==> config.mk <==
export PLATFORM = sky130hd
export DESIGN_NAME = cpx_error_exit
export DESIGN_NICKNAME = d
export VERILOG_FILES = /design/src/cpx_pkg.sv /design/src/cpx_axil_slave.sv /design/src/cpx_error_exit.sv
export SDC_FILE = /design/constraint.sdc
export NUM_CORES = 1
export LEC_CHECK = 0
export BUFFER_PORTS_ARGS = -buffer_cell sky130_fd_sc_hd__buf_2
export CAP_MARGIN = 20
export CORE_MARGIN = 8
export CORE_UTILIZATION = 40
export DETAILED_ROUTE_END_ITERATION = 8
export PLACE_DENSITY_LB_ADDON = 0.12
export SYNTH_ARGS = -nofsm -noshare
export SYNTH_HDL_FRONTEND = slang
export SYNTH_SLANG_ARGS = --single-unit
==> constraint.sdc <==
create_clock -name aclk -period 5.88 [get_ports aclk]
set_clock_uncertainty 0.05 [all_clocks]
set_input_delay 0.588 -clock aclk [delete_from_list [all_inputs] [get_ports aclk]]
set_output_delay 0.588 -clock aclk [all_outputs]
set_load 0.02 [all_outputs]
==> src/cpx_pkg.sv <==
package cpx_pkg;

	// ------------------------------------------------
	// Widths
	// ------------------------------------------------
	localparam int ADDR_W = 21;
	localparam int AXI_AW = 8;
	localparam int COND_W = 3;
	localparam int DIAG_W = 16;
	localparam int FLAG_W = 6;

	// ------------------------------------------------
	// Register byte offsets
	// ------------------------------------------------
	localparam logic [7:0] OFS_FLAGS = 8'h00;
	localparam logic [7:0] OFS_EXMODE = 8'h04;
	localparam logic [7:0] OFS_RA = 8'h08;
	localparam logic [7:0] OFS_FL = 8'h0c;
	localparam logic [7:0] OFS_EXWORD = 8'h10;
	localparam logic [7:0] OFS_PEND = 8'h14;
	localparam logic [7:0] OFS_DIAG = 8'h18;
	localparam logic [7:0] OFS_RESUME = 8'h1c;
	localparam logic [7:0] OFS_EXPA = 8'h20;

	// ------------------------------------------------
	// Flag field positions and exchange word placement
	// ------------------------------------------------
	localparam int FB_HWERR = 0;
	localparam int FB_PURGE = 1;
	localparam int FB_CMUINT = 2;
	localparam int FB_BCOPY = 3;
	localparam int FB_RSVD = 4;
	localparam int FB_EXTMEM = 5;
	localparam int XW_FLAG_LSB = 51;
	localparam int XW_FLAG_MSB = 56;
	localparam int X0_BC_LSB = 30;
	localparam int X0_BC_MSB = 50;

	// ------------------------------------------------
	// Codes and reset values
	// ------------------------------------------------
	localparam int COND_ADDR = 0;
	localparam logic [5:0] OP_LO = 6'h28;
	localparam logic [5:0] OP_HI = 6'h2f;
	localparam logic [5:0] CODE_SW = 6'h00;
	localparam logic [5:0] CODE_HW_JOB = 6'h10;
	localparam logic [5:0] CODE_HW_MON = 6'h37;
	localparam logic [FLAG_W-1:0] FLAGS_RST = 6'h00;
	localparam logic [COND_W-1:0] EXMODE_RST = 3'h0;
	localparam logic [1:0] RESP_OKAY = 2'h0;
	localparam logic [1:0] RESP_SLVERR = 2'h2;

endpackage : cpx_pkg

==> src/cpx_axil_slave.sv <==
`timescale 1ns/1ns
module cpx_axil_slave
	import cpx_pkg::*;
(
	// Clock and reset
	input wire logic aclk,
	input wire logic aresetn,
	// Write channels
	input wire logic [AXI_AW-1:0] s_axi_awaddr,
	input wire logic s_axi_awvalid,
	output logic s_axi_awready,
	input wire logic [31:0] s_axi_wdata,
	input wire logic [3:0] s_axi_wstrb,
	input wire logic s_axi_wvalid,
	output logic s_axi_wready,
	output logic [1:0] s_axi_bresp,
	output logic s_axi_bvalid,
	input wire logic s_axi_bready,
	// Read channels
	input wire logic [AXI_AW-1:0] s_axi_araddr,
	input wire logic s_axi_arvalid,
	output logic s_axi_arready,
	output logic [31:0] s_axi_rdata,
	output logic [1:0] s_axi_rresp,
	output logic s_axi_rvalid,
	input wire logic s_axi_rready,
	// Register side
	output logic reg_we,
	output logic [AXI_AW-1:0] reg_waddr,
	output logic [31:0] reg_wdata,
	output logic [3:0] reg_wstrb,
	input wire logic reg_werr,
	input wire logic [31:0] reg_rdata,
	input wire logic reg_rerr
);

	logic aw_held_r;
	logic w_held_r;

	// ------------------------------------------------
	// Write path: address and data in either order
	// ------------------------------------------------
	assign reg_we = aw_held_r && w_held_r && !s_axi_bvalid;

	always_ff @(posedge aclk)
	begin
		if (!aresetn)
		begin
			aw_held_r <= 1'b0;
			w_held_r <= 1'b0;
			s_axi_awready <= 1'b1;
			s_axi_wready <= 1'b1;
			s_axi_bvalid <= 1'b0;
			s_axi_bresp <= RESP_OKAY;
			reg_waddr <= '0;
			reg_wdata <= 32'h00000000;
			reg_wstrb <= 4'h0;
		end
		else
		begin
			if (s_axi_awvalid && s_axi_awready)
			begin
				aw_held_r <= 1'b1;
				s_axi_awready <= 1'b0;
				reg_waddr <= s_axi_awaddr;
			end
			if (s_axi_wvalid && s_axi_wready)
			begin
				w_held_r <= 1'b1;
				s_axi_wready <= 1'b0;
				reg_wdata <= s_axi_wdata;
				reg_wstrb <= s_axi_wstrb;
			end
			if (reg_we)
			begin
				s_axi_bvalid <= 1'b1;
				s_axi_bresp <= reg_werr ? RESP_SLVERR : RESP_OKAY;
			end
			if (s_axi_bvalid && s_axi_bready)
			begin
				s_axi_bvalid <= 1'b0;
				aw_held_r <= 1'b0;
				w_held_r <= 1'b0;
				s_axi_awready <= 1'b1;
				s_axi_wready <= 1'b1;
			end
		end
	end

	// ------------------------------------------------
	// Read path: data sampled at the address handshake
	// ------------------------------------------------
	always_ff @(posedge aclk)
	begin
		if (!aresetn)
		begin
			s_axi_arready <= 1'b1;
			s_axi_rvalid <= 1'b0;
			s_axi_rdata <= 32'h00000000;
			s_axi_rresp <= RESP_OKAY;
		end
		else if (s_axi_arvalid && s_axi_arready)
		begin
			s_axi_arready <= 1'b0;
			s_axi_rvalid <= 1'b1;
			s_axi_rdata <= reg_rdata;
			s_axi_rresp <= reg_rerr ? RESP_SLVERR : RESP_OKAY;
		end
		else if (s_axi_rvalid && s_axi_rready)
		begin
			s_axi_rvalid <= 1'b0;
			s_axi_arready <= 1'b1;
		end
	end

endmodule : cpx_axil_slave

==> src/cpx_error_exit.sv <==
// Contract
// - Out-of-range during opcodes 50..57 leaves destination operand register unchanged.
// - Compare/move range fault without exit mode does no memory access.
// - Monitor-mode fetch or branch beyond field length faults and exchanges.
// - Exit condition with its mode bit set writes code and address.
// - Exit condition with mode bit clear continues; bit is held pending.
// - A later error exit writes held bits with the causing bit.
// - Exchange to executive state discards held pending bits.
// - Software errors handled by executive state write code 00.
// - Hardware errors write only codes 20 or 67.
// - Diagnostic bits may fill the low 16 bits of the word.
// - Reference address and field length are 21-bit quantities.
// - Six flag bits sit in exchange word four, bits 56 down to 51.
// - Flags: extended memory, reserved, block copy, move interrupted, purge, hardware error.
// - Block copy and extended memory instructions illegal unless enable flag set; only ext_instr is checked here, block copy never made illegal.
// - Block copy flag takes address from operand register zero bits 30..50.
// - Interrupted compare/move sets its flag and saves resume state.
// - Reissued interrupted move or compare resumes from the saved point.
// - Purge flag selects extended purging of the lookahead stack.
// - Hardware error exits are always enabled and exchange to executive state.
//
// Decided for this implementation: the register addresses and the AXI4-Lite slave port.
`timescale 1ns/1ns
module cpx_error_exit
	import cpx_pkg::*;
#(
	parameter int AW = ADDR_W
)
(
	// Clock and reset
	input wire logic aclk,
	input wire logic aresetn,
	// Register bus
	input wire logic [AXI_AW-1:0] s_axi_awaddr,
	input wire logic s_axi_awvalid,
	output logic s_axi_awready,
	input wire logic [31:0] s_axi_wdata,
	input wire logic [3:0] s_axi_wstrb,
	input wire logic s_axi_wvalid,
	output logic s_axi_wready,
	output logic [1:0] s_axi_bresp,
	output logic s_axi_bvalid,
	input wire logic s_axi_bready,
	input wire logic [AXI_AW-1:0] s_axi_araddr,
	input wire logic s_axi_arvalid,
	output logic s_axi_arready,
	output logic [31:0] s_axi_rdata,
	output logic [1:0] s_axi_rresp,
	output logic s_axi_rvalid,
	input wire logic s_axi_rready,
	// Pipeline events
	input wire logic monitor_mode,
	input wire logic instr_valid,
	input wire logic [5:0] instr_opcode,
	input wire logic address_range_violation,
	input wire logic [AW-1:0] program_address,
	input wire logic [COND_W-1:0] exit_cond_evt,
	input wire logic fetch_valid,
	input wire logic [AW-1:0] fetch_addr,
	input wire logic hw_error,
	input wire logic ext_instr,
	input wire logic [59:0] operand_register_zero,
	input wire logic [AW-1:0] address_register_zero,
	// Compare/move unit
	input wire logic cmu_start,
	input wire logic cmu_src_bad,
	input wire logic cmu_dst_bad,
	input wire logic cmu_interrupt,
	input wire logic [AW-1:0] cmu_progress,
	// Results
	output logic dest_write_en,
	output logic cmu_go,
	output logic cmu_mem_en,
	output logic cmu_resume,
	output logic [AW-1:0] cmu_resume_point,
	output logic illegal_instr,
	output logic [AW-1:0] block_copy_addr,
	output logic purge_extended,
	output logic exchange_req,
	// Reference address word write
	output logic ref_word_we,
	output logic [AW-1:0] ref_word_addr,
	output logic [COND_W-1:0] exit_condition_field,
	output logic [5:0] ref_word_code,
	output logic [AW-1:0] ref_word_pa,
	output logic [DIAG_W-1:0] ref_word_diag,
	output logic [59:0] xchg_word4
);

	// ------------------------------------------------
	// Elaboration check
	// ------------------------------------------------
	generate
		if (AW < 1 || AW > 32)
		begin : g_bad_aw
			$error("cpx_error_exit: AW must be 1..32");
		end
	endgenerate

	// ------------------------------------------------
	// State
	// ------------------------------------------------
	logic [FLAG_W-1:0] flags_r;
	logic [COND_W-1:0] exmode_r;
	logic [AW-1:0] ra_r;
	logic [AW-1:0] fl_r;
	logic [DIAG_W-1:0] diag_r;
	logic [COND_W-1:0] pend_r;
	logic [AW-1:0] saved_point_r;
	logic wb_en_r, cmu_go_r, cmu_mem_en_r, cmu_resume_r;
	logic [AW-1:0] cmu_point_r;
	logic illegal_r, purge_r, xchg_r, exw_valid_r;
	logic [AW-1:0] bc_addr_r;
	logic [COND_W-1:0] exw_cond_r;
	logic [5:0] exw_code_r;
	logic [AW-1:0] exw_pa_r;
	logic [DIAG_W-1:0] exw_diag_r;
	logic [59:0] word4_r;

	logic reg_we, reg_werr, reg_rerr;
	logic [AXI_AW-1:0] reg_waddr;
	logic [31:0] reg_wdata, reg_rdata, wmerged;
	logic [3:0] reg_wstrb;

	// ------------------------------------------------
	// Register bus
	// ------------------------------------------------
	cpx_axil_slave u_bus (
		.aclk(aclk),
		.aresetn(aresetn),
		.s_axi_awaddr(s_axi_awaddr),
		.s_axi_awvalid(s_axi_awvalid),
		.s_axi_awready(s_axi_awready),
		.s_axi_wdata(s_axi_wdata),
		.s_axi_wstrb(s_axi_wstrb),
		.s_axi_wvalid(s_axi_wvalid),
		.s_axi_wready(s_axi_wready),
		.s_axi_bresp(s_axi_bresp),
		.s_axi_bvalid(s_axi_bvalid),
		.s_axi_bready(s_axi_bready),
		.s_axi_araddr(s_axi_araddr),
		.s_axi_arvalid(s_axi_arvalid),
		.s_axi_arready(s_axi_arready),
		.s_axi_rdata(s_axi_rdata),
		.s_axi_rresp(s_axi_rresp),
		.s_axi_rvalid(s_axi_rvalid),
		.s_axi_rready(s_axi_rready),
		.reg_we(reg_we),
		.reg_waddr(reg_waddr),
		.reg_wdata(reg_wdata),
		.reg_wstrb(reg_wstrb),
		.reg_werr(reg_werr),
		.reg_rdata(reg_rdata),
		.reg_rerr(reg_rerr)
	);

	function automatic logic [31:0] byte_merge(input logic [31:0] old, input logic [31:0] d, input logic [3:0] s);
		logic [31:0] r;
		r = old;
		for (int i = 0; i < 4; i++)
			if (s[i])
				r[i*8 +: 8] = d[i*8 +: 8];
		return r;
	endfunction : byte_merge

	always_comb
	begin
		case (reg_waddr)
			OFS_FLAGS: wmerged = byte_merge(32'(flags_r), reg_wdata, reg_wstrb);
			OFS_EXMODE: wmerged = byte_merge(32'(exmode_r), reg_wdata, reg_wstrb);
			OFS_RA: wmerged = byte_merge(32'(ra_r), reg_wdata, reg_wstrb);
			OFS_FL: wmerged = byte_merge(32'(fl_r), reg_wdata, reg_wstrb);
			default: wmerged = byte_merge(32'(diag_r), reg_wdata, reg_wstrb);
		endcase
		case (reg_waddr)
			OFS_FLAGS, OFS_EXMODE, OFS_RA, OFS_FL, OFS_DIAG,
			OFS_EXWORD, OFS_PEND, OFS_RESUME, OFS_EXPA: reg_werr = 1'b0;
			default: reg_werr = 1'b1;
		endcase
		reg_rerr = 1'b0;
		case (s_axi_araddr)
			OFS_FLAGS: reg_rdata = 32'(flags_r);
			OFS_EXMODE: reg_rdata = 32'(exmode_r);
			OFS_RA: reg_rdata = 32'(ra_r);
			OFS_FL: reg_rdata = 32'(fl_r);
			OFS_EXWORD: reg_rdata = 32'({exw_cond_r, exw_code_r});
			OFS_PEND: reg_rdata = 32'(pend_r);
			OFS_DIAG: reg_rdata = 32'(diag_r);
			OFS_RESUME: reg_rdata = 32'(saved_point_r);
			OFS_EXPA: reg_rdata = 32'(exw_pa_r);
			default:
			begin
				reg_rdata = 32'h00000000;
				reg_rerr = 1'b1;
			end
		endcase
	end

	// ------------------------------------------------
	// Event decode
	// ------------------------------------------------
	logic op_hold, cmu_bad, fetch_aor, exit_now, exch_now;
	logic [COND_W-1:0] cond_now, cond_taken;
	assign op_hold = instr_valid && address_range_violation
		&& instr_opcode >= OP_LO && instr_opcode <= OP_HI;
	assign cmu_bad = cmu_start && (cmu_src_bad || cmu_dst_bad);
	// Range checked here, not wrapped into installed memory
	assign fetch_aor = fetch_valid && monitor_mode && fetch_addr >= fl_r;
	always_comb
	begin
		cond_now = exit_cond_evt;
		cond_now[COND_ADDR] = exit_cond_evt[COND_ADDR] || cmu_bad || fetch_aor
			|| (instr_valid && address_range_violation);
		cond_taken = cond_now & exmode_r;
		cond_taken[COND_ADDR] = cond_taken[COND_ADDR] || fetch_aor;
	end
	assign exit_now = |cond_taken || hw_error;
	assign exch_now = (|cond_taken && monitor_mode) || hw_error;

	// ------------------------------------------------
	// Control and configuration registers
	// ------------------------------------------------
	always_ff @(posedge aclk)
	begin
		if (!aresetn)
		begin
			flags_r <= FLAGS_RST;
			exmode_r <= EXMODE_RST;
			ra_r <= '0;
			fl_r <= '0;
			diag_r <= '0;
			saved_point_r <= '0;
		end
		else
		begin
			if (cmu_start && flags_r[FB_CMUINT])
				flags_r[FB_CMUINT] <= 1'b0;
			if (reg_we)
			begin
				case (reg_waddr)
					OFS_FLAGS:
					begin
						flags_r <= wmerged[FLAG_W-1:0];
						flags_r[FB_RSVD] <= 1'b0;
					end
					OFS_EXMODE: exmode_r <= wmerged[COND_W-1:0];
					OFS_RA: ra_r <= wmerged[AW-1:0];
					OFS_FL: fl_r <= wmerged[AW-1:0];
					OFS_DIAG: diag_r <= wmerged[DIAG_W-1:0];
					default: ;
				endcase
			end
			// Hardware sets land after the software write so they are never lost
			if (hw_error)
				flags_r[FB_HWERR] <= 1'b1;
			if (cmu_interrupt)
			begin
				flags_r[FB_CMUINT] <= 1'b1;
				saved_point_r <= cmu_progress;
			end
		end
	end

	// ------------------------------------------------
	// Pending exit bits
	// ------------------------------------------------
	always_ff @(posedge aclk)
	begin
		if (!aresetn)
			pend_r <= '0;
		else if (exch_now)
			pend_r <= '0;
		else if (exit_now)
			pend_r <= cond_now & ~exmode_r;
		else
			pend_r <= pend_r | (cond_now & ~exmode_r);
	end

	// ------------------------------------------------
	// Reference address word and exchange
	// ------------------------------------------------
	always_ff @(posedge aclk)
	begin
		if (!aresetn)
		begin
			exw_valid_r <= 1'b0;
			xchg_r <= 1'b0;
			exw_cond_r <= '0;
			exw_code_r <= CODE_SW;
			exw_pa_r <= '0;
			exw_diag_r <= '0;
		end
		else
		begin
			exw_valid_r <= exit_now;
			xchg_r <= exch_now;
			if (exit_now)
			begin
				exw_cond_r <= cond_taken | pend_r;
				exw_pa_r <= program_address;
				exw_diag_r <= diag_r;
				if (hw_error)
					exw_code_r <= monitor_mode ? CODE_HW_MON : CODE_HW_JOB;
				else
					exw_code_r <= CODE_SW;
			end
		end
	end

	// ------------------------------------------------
	// Instruction side effects
	// ------------------------------------------------
	always_ff @(posedge aclk)
	begin
		if (!aresetn)
		begin
			wb_en_r <= 1'b0;
			illegal_r <= 1'b0;
			bc_addr_r <= '0;
			purge_r <= 1'b0;
			word4_r <= '0;
		end
		else
		begin
			// Old behaviour zeroed the register; now the write is suppressed
			wb_en_r <= instr_valid && !op_hold;
			illegal_r <= ext_instr && !flags_r[FB_EXTMEM];
			if (flags_r[FB_BCOPY])
				bc_addr_r <= AW'(operand_register_zero[X0_BC_MSB:X0_BC_LSB]);
			else
				bc_addr_r <= address_register_zero;
			purge_r <= flags_r[FB_PURGE];
			word4_r <= '0;
			word4_r[XW_FLAG_MSB:XW_FLAG_LSB] <= flags_r;
		end
	end

	// ------------------------------------------------
	// Compare/move control
	// ------------------------------------------------
	always_ff @(posedge aclk)
	begin
		if (!aresetn)
		begin
			cmu_go_r <= 1'b0;
			cmu_mem_en_r <= 1'b0;
			cmu_resume_r <= 1'b0;
			cmu_point_r <= '0;
		end
		else
		begin
			cmu_go_r <= cmu_start;
			if (cmu_start)
			begin
				cmu_mem_en_r <= !cmu_bad;
				cmu_resume_r <= flags_r[FB_CMUINT];
				cmu_point_r <= flags_r[FB_CMUINT] ? saved_point_r : '0;
			end
		end
	end

	assign dest_write_en = wb_en_r;
	assign cmu_go = cmu_go_r;
	assign cmu_mem_en = cmu_mem_en_r;
	assign cmu_resume = cmu_resume_r;
	assign cmu_resume_point = cmu_point_r;
	assign illegal_instr = illegal_r;
	assign block_copy_addr = bc_addr_r;
	assign purge_extended = purge_r;
	assign exchange_req = xchg_r;
	assign ref_word_we = exw_valid_r;
	assign ref_word_addr = ra_r;
	assign exit_condition_field = exw_cond_r;
	assign ref_word_code = exw_code_r;
	assign ref_word_pa = exw_pa_r;
	assign ref_word_diag = exw_diag_r;
	assign xchg_word4 = word4_r;
endmodule : cpx_error_exit

==> reports/results.txt, run 1 <==
The flow ran to the end, and the final reports show no timing, DRC or antenna violations. The area occupied by registers was 4960 um2. The critical path goes through inv_1, ha_1, a21oi_1, nor2_1, a211oi_1, o211ai_1, o31ai_4, buf_4, mux2i_1. In this run the standard cell core region covers 27,500 um2. Row generation in the floorplan step produced 61 rows. The launch instance of the worst min-delay path is s_axi_wvalid. TritonCTS built the clock tree.

The critical path endpoint category is a register. The worst pin sits at a relative slew slack of 31.2%. For the count of yosys warnings during synthesis, the log shows 0. The worst-case IR drop observed on VDD is 0.000183 V. During I/O placement, the number of pins put on the boundary was 440.

The maximum clock frequency came out at 311 MHz. The most used flip-flop cell after synthesis is dfxtp_1. The tools report the pin count of the biggest net entering global routing as 102. The most common cell in the synthesized netlist is dfxtp_1.

Setup repair after global routing left no endpoint under its margin. The layout has 2,755 filler cells. In this run the critical register-to-register path is launched from fl_r[14].

The fraction of registers with async set/reset works out to 0%. The sequential fraction of the synthesis area came out at 44.9%. After the last flow step, the layout net total stands at 1,790.

Across all layers, the routed design uses 9,991 vias. The die is 182 um tall. The setup TNS was 0 ps. The root buffer cell was clkbuf_16.

Gates resized during post-CTS repair numbered 0. At the worst endpoint, the arrival time is 3620 ps. The critical path's largest stage delay works out to 630 ps. The post-synthesis instance area is 11,100 um2. In this run the mean area of a mapped cell was 8.62 um2. The tools report the clock sink count as 248. The time the worst path needs with I/O delays and setup was 3210 ps. After clock tree synthesis, the flow added hold-fix buffers numbering 0. The max capacitance violation total came out at 0.

The initial core utilization was 40.3%. STA classifies the critical path startpoint as a register. Yosys attributes the largest share of cell area to dfxtp_1 (45%), mux2i_1 (8.2%), nand2_1 (6.8%), buf_4 (5.0%), a22oi_1 (4.3%). Global routing consumed, over all layers together, 21.9% of the routing resources. The detailed router finished its first iteration with 851 violations. The buffer depth of the longest clock path is 3. The max-slew violation count is 0.

Along the worst path, the maximum fanout reaches 37. The critical path in this run is classified as reg -> reg. Share of cells above drive strength 1: 24.7%. The cell type with the largest total area after synthesis is dfxtp_1.

The number of search-and-repair iterations in the first detailed-routing pass is 6. The ratio of total power to cell area is 293 nW/um2, and the count of nets left with antenna violations after detail routing is 0. Compared with the post-synthesis result, the final layout area differs by 22.2%. The type of the most critical hold path is in -> reg. Average wire per cell in the routed design: 20.0 um. Sorting the synthesized cells by how often they occur yields dfxtp_1 (248), nand2_1 (201), nor2_1 (102), a21oi_1 (91), mux2i_1 (91). Routability-driven placement finished with a final weighted congestion of 0.875. The post-detailed-route via-to-cell ratio is 5.21. Setup violations remaining at the end of the flow were counted as 0.

Clock-pin slew was measured on the worst setup and hold paths at 60 ps. The logs give 38,300 um for the wire length after detailed routing and 1,283 for the number of instances in the synthesized netlist. The number of setup buffers added after CTS is 0. The sum of overflow across all layers after global routing is 0. The number of enable-type register cells in the synthesized netlist was 0; the total leakage power was 5.90 nW. For the number of global-route vias before repair, the log shows 9,508. The multi-input combinational cells in the finished layout cover a total of 5360 um2.

The first global-routing pass estimated 57,700 um of wire. For this run, design rule violations remaining after detail routing come to 0. On the critical path, the stage with the largest delay is an instance of buf_4. The floorplan step set the die width to 182 um.

The run gives 29,000 um as the placed wire-length estimate after detailed placement. The logs give 6290 ps for the required time reported for the critical path endpoint and 49.2% for the final cell utilization of the core. The number of distinct library cells after synthesis was 60; the count of final hold-check violations was 0.

The share of synthesized area in the top cell type comes to 44.9%. The synthesized flop and latch total was 248. The slew at the pin closest to its max-slew limit was 1030 ps; the portion of the clock cycle consumed by the worst path in the final layout was 54.7%. For the later-pin clock latency in the skew report, the log shows 540 ps.

The total die area is 33,200 um2. The CTS H-tree depth was 1; the number of antenna violations at the first check in global routing was 5. The origin of the worst setup path was fl_r[14]. Buffers inserted during clock tree synthesis total 28. Buffers placed on the I/O ports in this run total 316.
==> sequential cells by signal (all words and copies together), names as in the netlist, 3 cells and up <==
signal and flops:
block_copy_addr 21, cmu_resume_point 21, fl_r 21, ref_word_addr 21, ref_word_pa 21, saved_point_r 21, u_bus.reg_wdata 21, u_bus.s_axi_rdata 21
diag_r 16, ref_word_diag 16, u_bus.reg_waddr 8, flags_r 5, xchg_word4 5, exit_condition_field 3, exmode_r 3, pend_r 3
u_bus.reg_wstrb 3
==> routing by layer <==
metal	routed length [um]	share of wire, %	track usage (%)
met4	1070	2.8	7.15
met5	41	0.11	0
met2	16800	44	33.9
met1	16900	44	29.1
met3	3510	9.2	6.14
==> power by group <==
part           switching (mW)  total [mW]  internal (mW)
Clock                   0.696        1.77           1.08
Sequential             0.0466        1.78           1.74
Combinational           0.264       0.403          0.139
==> through the flow <==
stage	setup slack (ps)	cell area [um2]	std cells	hold WS (ps)	power (mW)
after floorplan	3420	11300	1351	371	2.11
after detailed placement	2400	12500	1862	381	2.22
final	2670	13500	1917	204	3.96
after global routing	2450	13500	1916	203	4.12
after CTS	2660	13500	1913	186	4.00
after global placement	2400	12500	1861	379	2.22
==> final cells by class <==
cell class / instances / area share, %
inverter: 29 / 0.824
tap: 346 / 3.20
multi-input combinational: 915 / 39.6
clock buffer: 43 / 6.57
antenna: 3 / 0.0555
timing repair buffer: 325 / 12.5
clock inverter: 8 / 0.500
sequential: 248 / 36.7
==> final timing paths <==
check / to / slack (ps) / cells past startpoint
worst max-delay path: ref_word_pa[14] / 2670 / 9
worst min-delay path: u_bus.s_axi_wready / 200 / 2
worst max register to register: ref_word_pa[14] / 2670 / 9
worst min register to register: u_bus.s_axi_rdata[2] / 390 / 2
==> cell families after synthesis <==
group	count (synthesis)	share of synthesized area (%)
mux	95	8.95
simple gates	433	17.6
buf+inv	188	9.15
flops	248	44.9
compound gates	297	17.0
fa+ha+maj	21	2.38
other cells	1	0.0339
==> critical path, delay by kind of cell (launching register included) <==
kind                       cells  cell delay, ps
muxes                          1             250
and+or+nand+nor                1              60
AOI/OAI and AO/OA              4            1340
adders and majority gates      1             290
DFF                            1             400
buffers and inverters          2             700
==> layout by cell type, fill, tap and decap left out, types with 8 or more instances in the layout <==
cell type,instances
dfxtp_1,248
buf_4,8
conb_1,69
and2_1,11
clkbuf_8,11
ha_1,21
buf_2,315
a21oi_1,91
inv_1,27
nand3_1,59
mux2i_1,91
nand2_1,201
o21ai_1,43
a21o_1,14
nor2_1,102
nand4_1,13
a222oi_1,18
clkbuf_16,29
o21ai_0,37
a22oi_1,64
Power figures use the tool's default switching activity.
==> run 2, diff against run 1 <==
- clock period: 5.88 -> 2.8 ns (I/O delays scaled with it)
==> reports/results.txt, run 2 (synthesized netlist as in run 1, its figures left out) <==
The flow ran to the end, and the final reports show no timing, DRC or antenna violations. The total chip power is 8.39 mW. Leaving out fill and tap cells, the most frequent cell in the layout is buf_2. The wire length after detailed routing is 40,400 um. Port buffering added 316 buffers.

With fillers left out, the area of the finished cells amounts to 14,800 um2. The internal portion of the total power is 6.21 mW. The data arrival time of the critical path is 3010 ps. The worst hold path passes through 2 cells. The tools report the DRC violation count after routing as 0. Across the run, the number of max-cap violations was 0. The logs give 0 for the max-slew violation count and 65 for the pin count of the biggest net entering global routing. Sequential cells account for 44.7% of the total power. The tools report the number of global-route vias before repair as 10,500. The logs give 1 for the CTS H-tree depth and 782 for the starting DRC count in detailed routing.

The total area inside the core boundary comes to 27,500 um2. The x dimension of the die is 182 um, and the peak supply drop is 0.000372 V. TritonCTS built the clock tree. Setup repair after global routing left no endpoint under its margin. The worst-path maximum fanout came out at 37. The detailed router placed 10,700 vias in this run.

The register-to-register setup slack is 200 ps, and the total leakage power is 6.47 nW. The number of I/O pins was 440. The count of nets left with antenna violations once routing finished came out at 0. The startpoint type of the worst setup path is a register. The wire length on met3 is 3630 um, and the share of cells above drive strength 1 is 23.9%. The first TritonRoute pass finished after 8 iterations. The placed instances occupy a cell area of 12,700 um2. The buffer depth of the longest clock path is 3, and the worst slew slack as a fraction of its limit is 47.7%.

In this run, the clock network consumes 43.4% of the power. For this run, the share of the core covered by cells in the final layout is 54.0%. The portion of the clock cycle consumed by the worst path in the final layout works out to 92.8%. The final layout contains 1,931 nets.

STA puts the critical path data required time at 3210 ps. Net switching is 26.0% of the power. Startpoint-to-endpoint class of the critical path: reg -> reg.

The initial core utilization came out at 40.3%. Wire segments on met2 add up to 17,800 um in the final route. Tracing the worst setup path back leads to its startpoint at fl_r[16]. The layout has 2,597 filler cells. The logs give 248 for the clock sink count and 61,800 um for the global-route wire length before repair. The detailed router used layers up to and including met5. The number of buffers created by CTS came out at 28. For this run, the top clock speed supported by timing is 385 MHz. For the count of final hold-check violations, the log shows 0. Routability-driven placement finished with a final weighted congestion of 0.890.

Across every metal layer, demand over resource in global routing totals 23.4%. The die is 182 um tall. The clock-pin slew on the worst setup and hold paths was 60 ps. The min-delay analysis places its worst path in the category in -> reg. The net switching power figure is 2.18 mW.

Last element of the critical path: ref_word_pa[13]. The top cell types in the final layout, fill and taps aside, are buf_2 (315), dfxtp_1 (248), nand2_1 (201). In this run the critical register-to-register path is captured at ref_word_pa[13]. Setup violations remaining at the end of the flow were counted as 0. Compared with the post-synthesis result, the final layout area differs by 34.0%. In the final routed layout, each cell accounts on average for 19.7 um. The final-layout worst hold slack is 28.9 ps, and the later-pin clock latency in the skew report is 540 ps.

For the pin with the worst max-slew slack, the measured transition is 785 ps. In this run the critical register-to-register path is launched from fl_r[16]. The tools report the number of antenna violations at the first check in global routing as 5. The tree is rooted in a clkbuf_16.

Global routing finished with a remaining overflow of 0. The time the worst path needs with I/O delays and setup is 2600 ps. The number of placement rows is 61. Power spread over the standard cell area amounts to 566 nW/um2. For this block, wires on met1 add up to 17,400 um. The setup TNS is 0 ps, and the total die area is 33,200 um2. Detailed placement finished with a half-perimeter wire length of 29,800 um. In the routed layout, each cell is associated on average with a via count of 5.18.

The share of total power dissipated in combinational logic is 12.0%. Measured in cells, the most critical reg-to-reg path has a length of 10. Critical path endpoint category: a register.

The run gives 0 as the number of setup buffers added after CTS.
## run 2: changes by cell type in the layout (fill, tap and decap cells not counted), moves of 2 or more
cell | previous run | this run
clkinv_2 | 6 | 9
buf_4 | 8 | 28
buf_16 | 2 | 0
clkbuf_8 | 11 | 5
dlygate4sd3_1 | 0 | 122
## run 2: power by group through the flow
stage	Clock, mW	Sequential (mW)	Combinational (mW)
6_report	3.64	3.75	1.00
3_5_place_dp	0	3.82	0.857
5_1_grt	3.86	3.76	1.10
2_1_floorplan	0	3.86	0.564
3_3_place_gp	0	3.82	0.851
4_1_cts	3.73	3.75	0.993
## run 2: worst min-delay path by stage
| stage | startpoint | endpoint | slack, ps |
|---|---|---|---|
| after floorplan | s_axi_wvalid | u_bus.s_axi_wready | 330 |
| after global placement | u_bus.s_axi_rdata[1] | u_bus.s_axi_rdata[1] | 380 |
| after detailed placement | u_bus.s_axi_rdata[2] | u_bus.s_axi_rdata[2] | 380 |
| after CTS | address_register_zero[19] | block_copy_addr[19] | 9 |
| after global routing | address_register_zero[19] | block_copy_addr[19] | 40 |
| final | s_axi_awvalid | u_bus.s_axi_awready | 30 |
## run 2: layer usage
metal,global-route usage [%],vias up
li1,-,5188
met1,30.3,4940
met2,36.3,440
met3,6.60,82
met4,8.92,6
met5,0,-
## run 2: area by class of cell
| type | count | area (um2) | area share (%) |
|---|---|---|---|
| Antenna cell | 2 | 5.00 | 0.0338 |
| Clock buffer | 35 | 777 | 5.24 |
| Clock inverter | 15 | 145 | 0.979 |
| Inverter | 29 | 111 | 0.751 |
| Multi-Input combinational cell | 915 | 5360 | 36.2 |
| Sequential cell | 248 | 4960 | 33.5 |
| Tap cell | 346 | 433 | 2.92 |
| Timing Repair Buffer | 466 | 3030 | 20.4 |
## run 2: worst max-delay path, cell delays in order, from the launching register on
cell and delay [ps]:
dfxtp_1 410, inv_1 70, ha_1 310, nand4_1 140
nor2_1 130, a31oi_1 180, o211ai_1 100, buf_4 180
o31ai_4 310, buf_12 310, mux2i_1 260
## run 2: through the flow
step | worst slack (ps) | std cells
3_5_place_dp | 164 | 1882
4_1_cts | 155 | 2054
6_report | 203 | 2056
3_3_place_gp | 217 | 1882
5_1_grt | 68.8 | 2055
2_1_floorplan | 554 | 1351
## run 2: what timing repair did
item	4_1_cts	5_1_grt
hold buffers	122	0
resized for setup	0	1
endpoints found under the setup margin	0	22
hold endpoints to repair	101	0
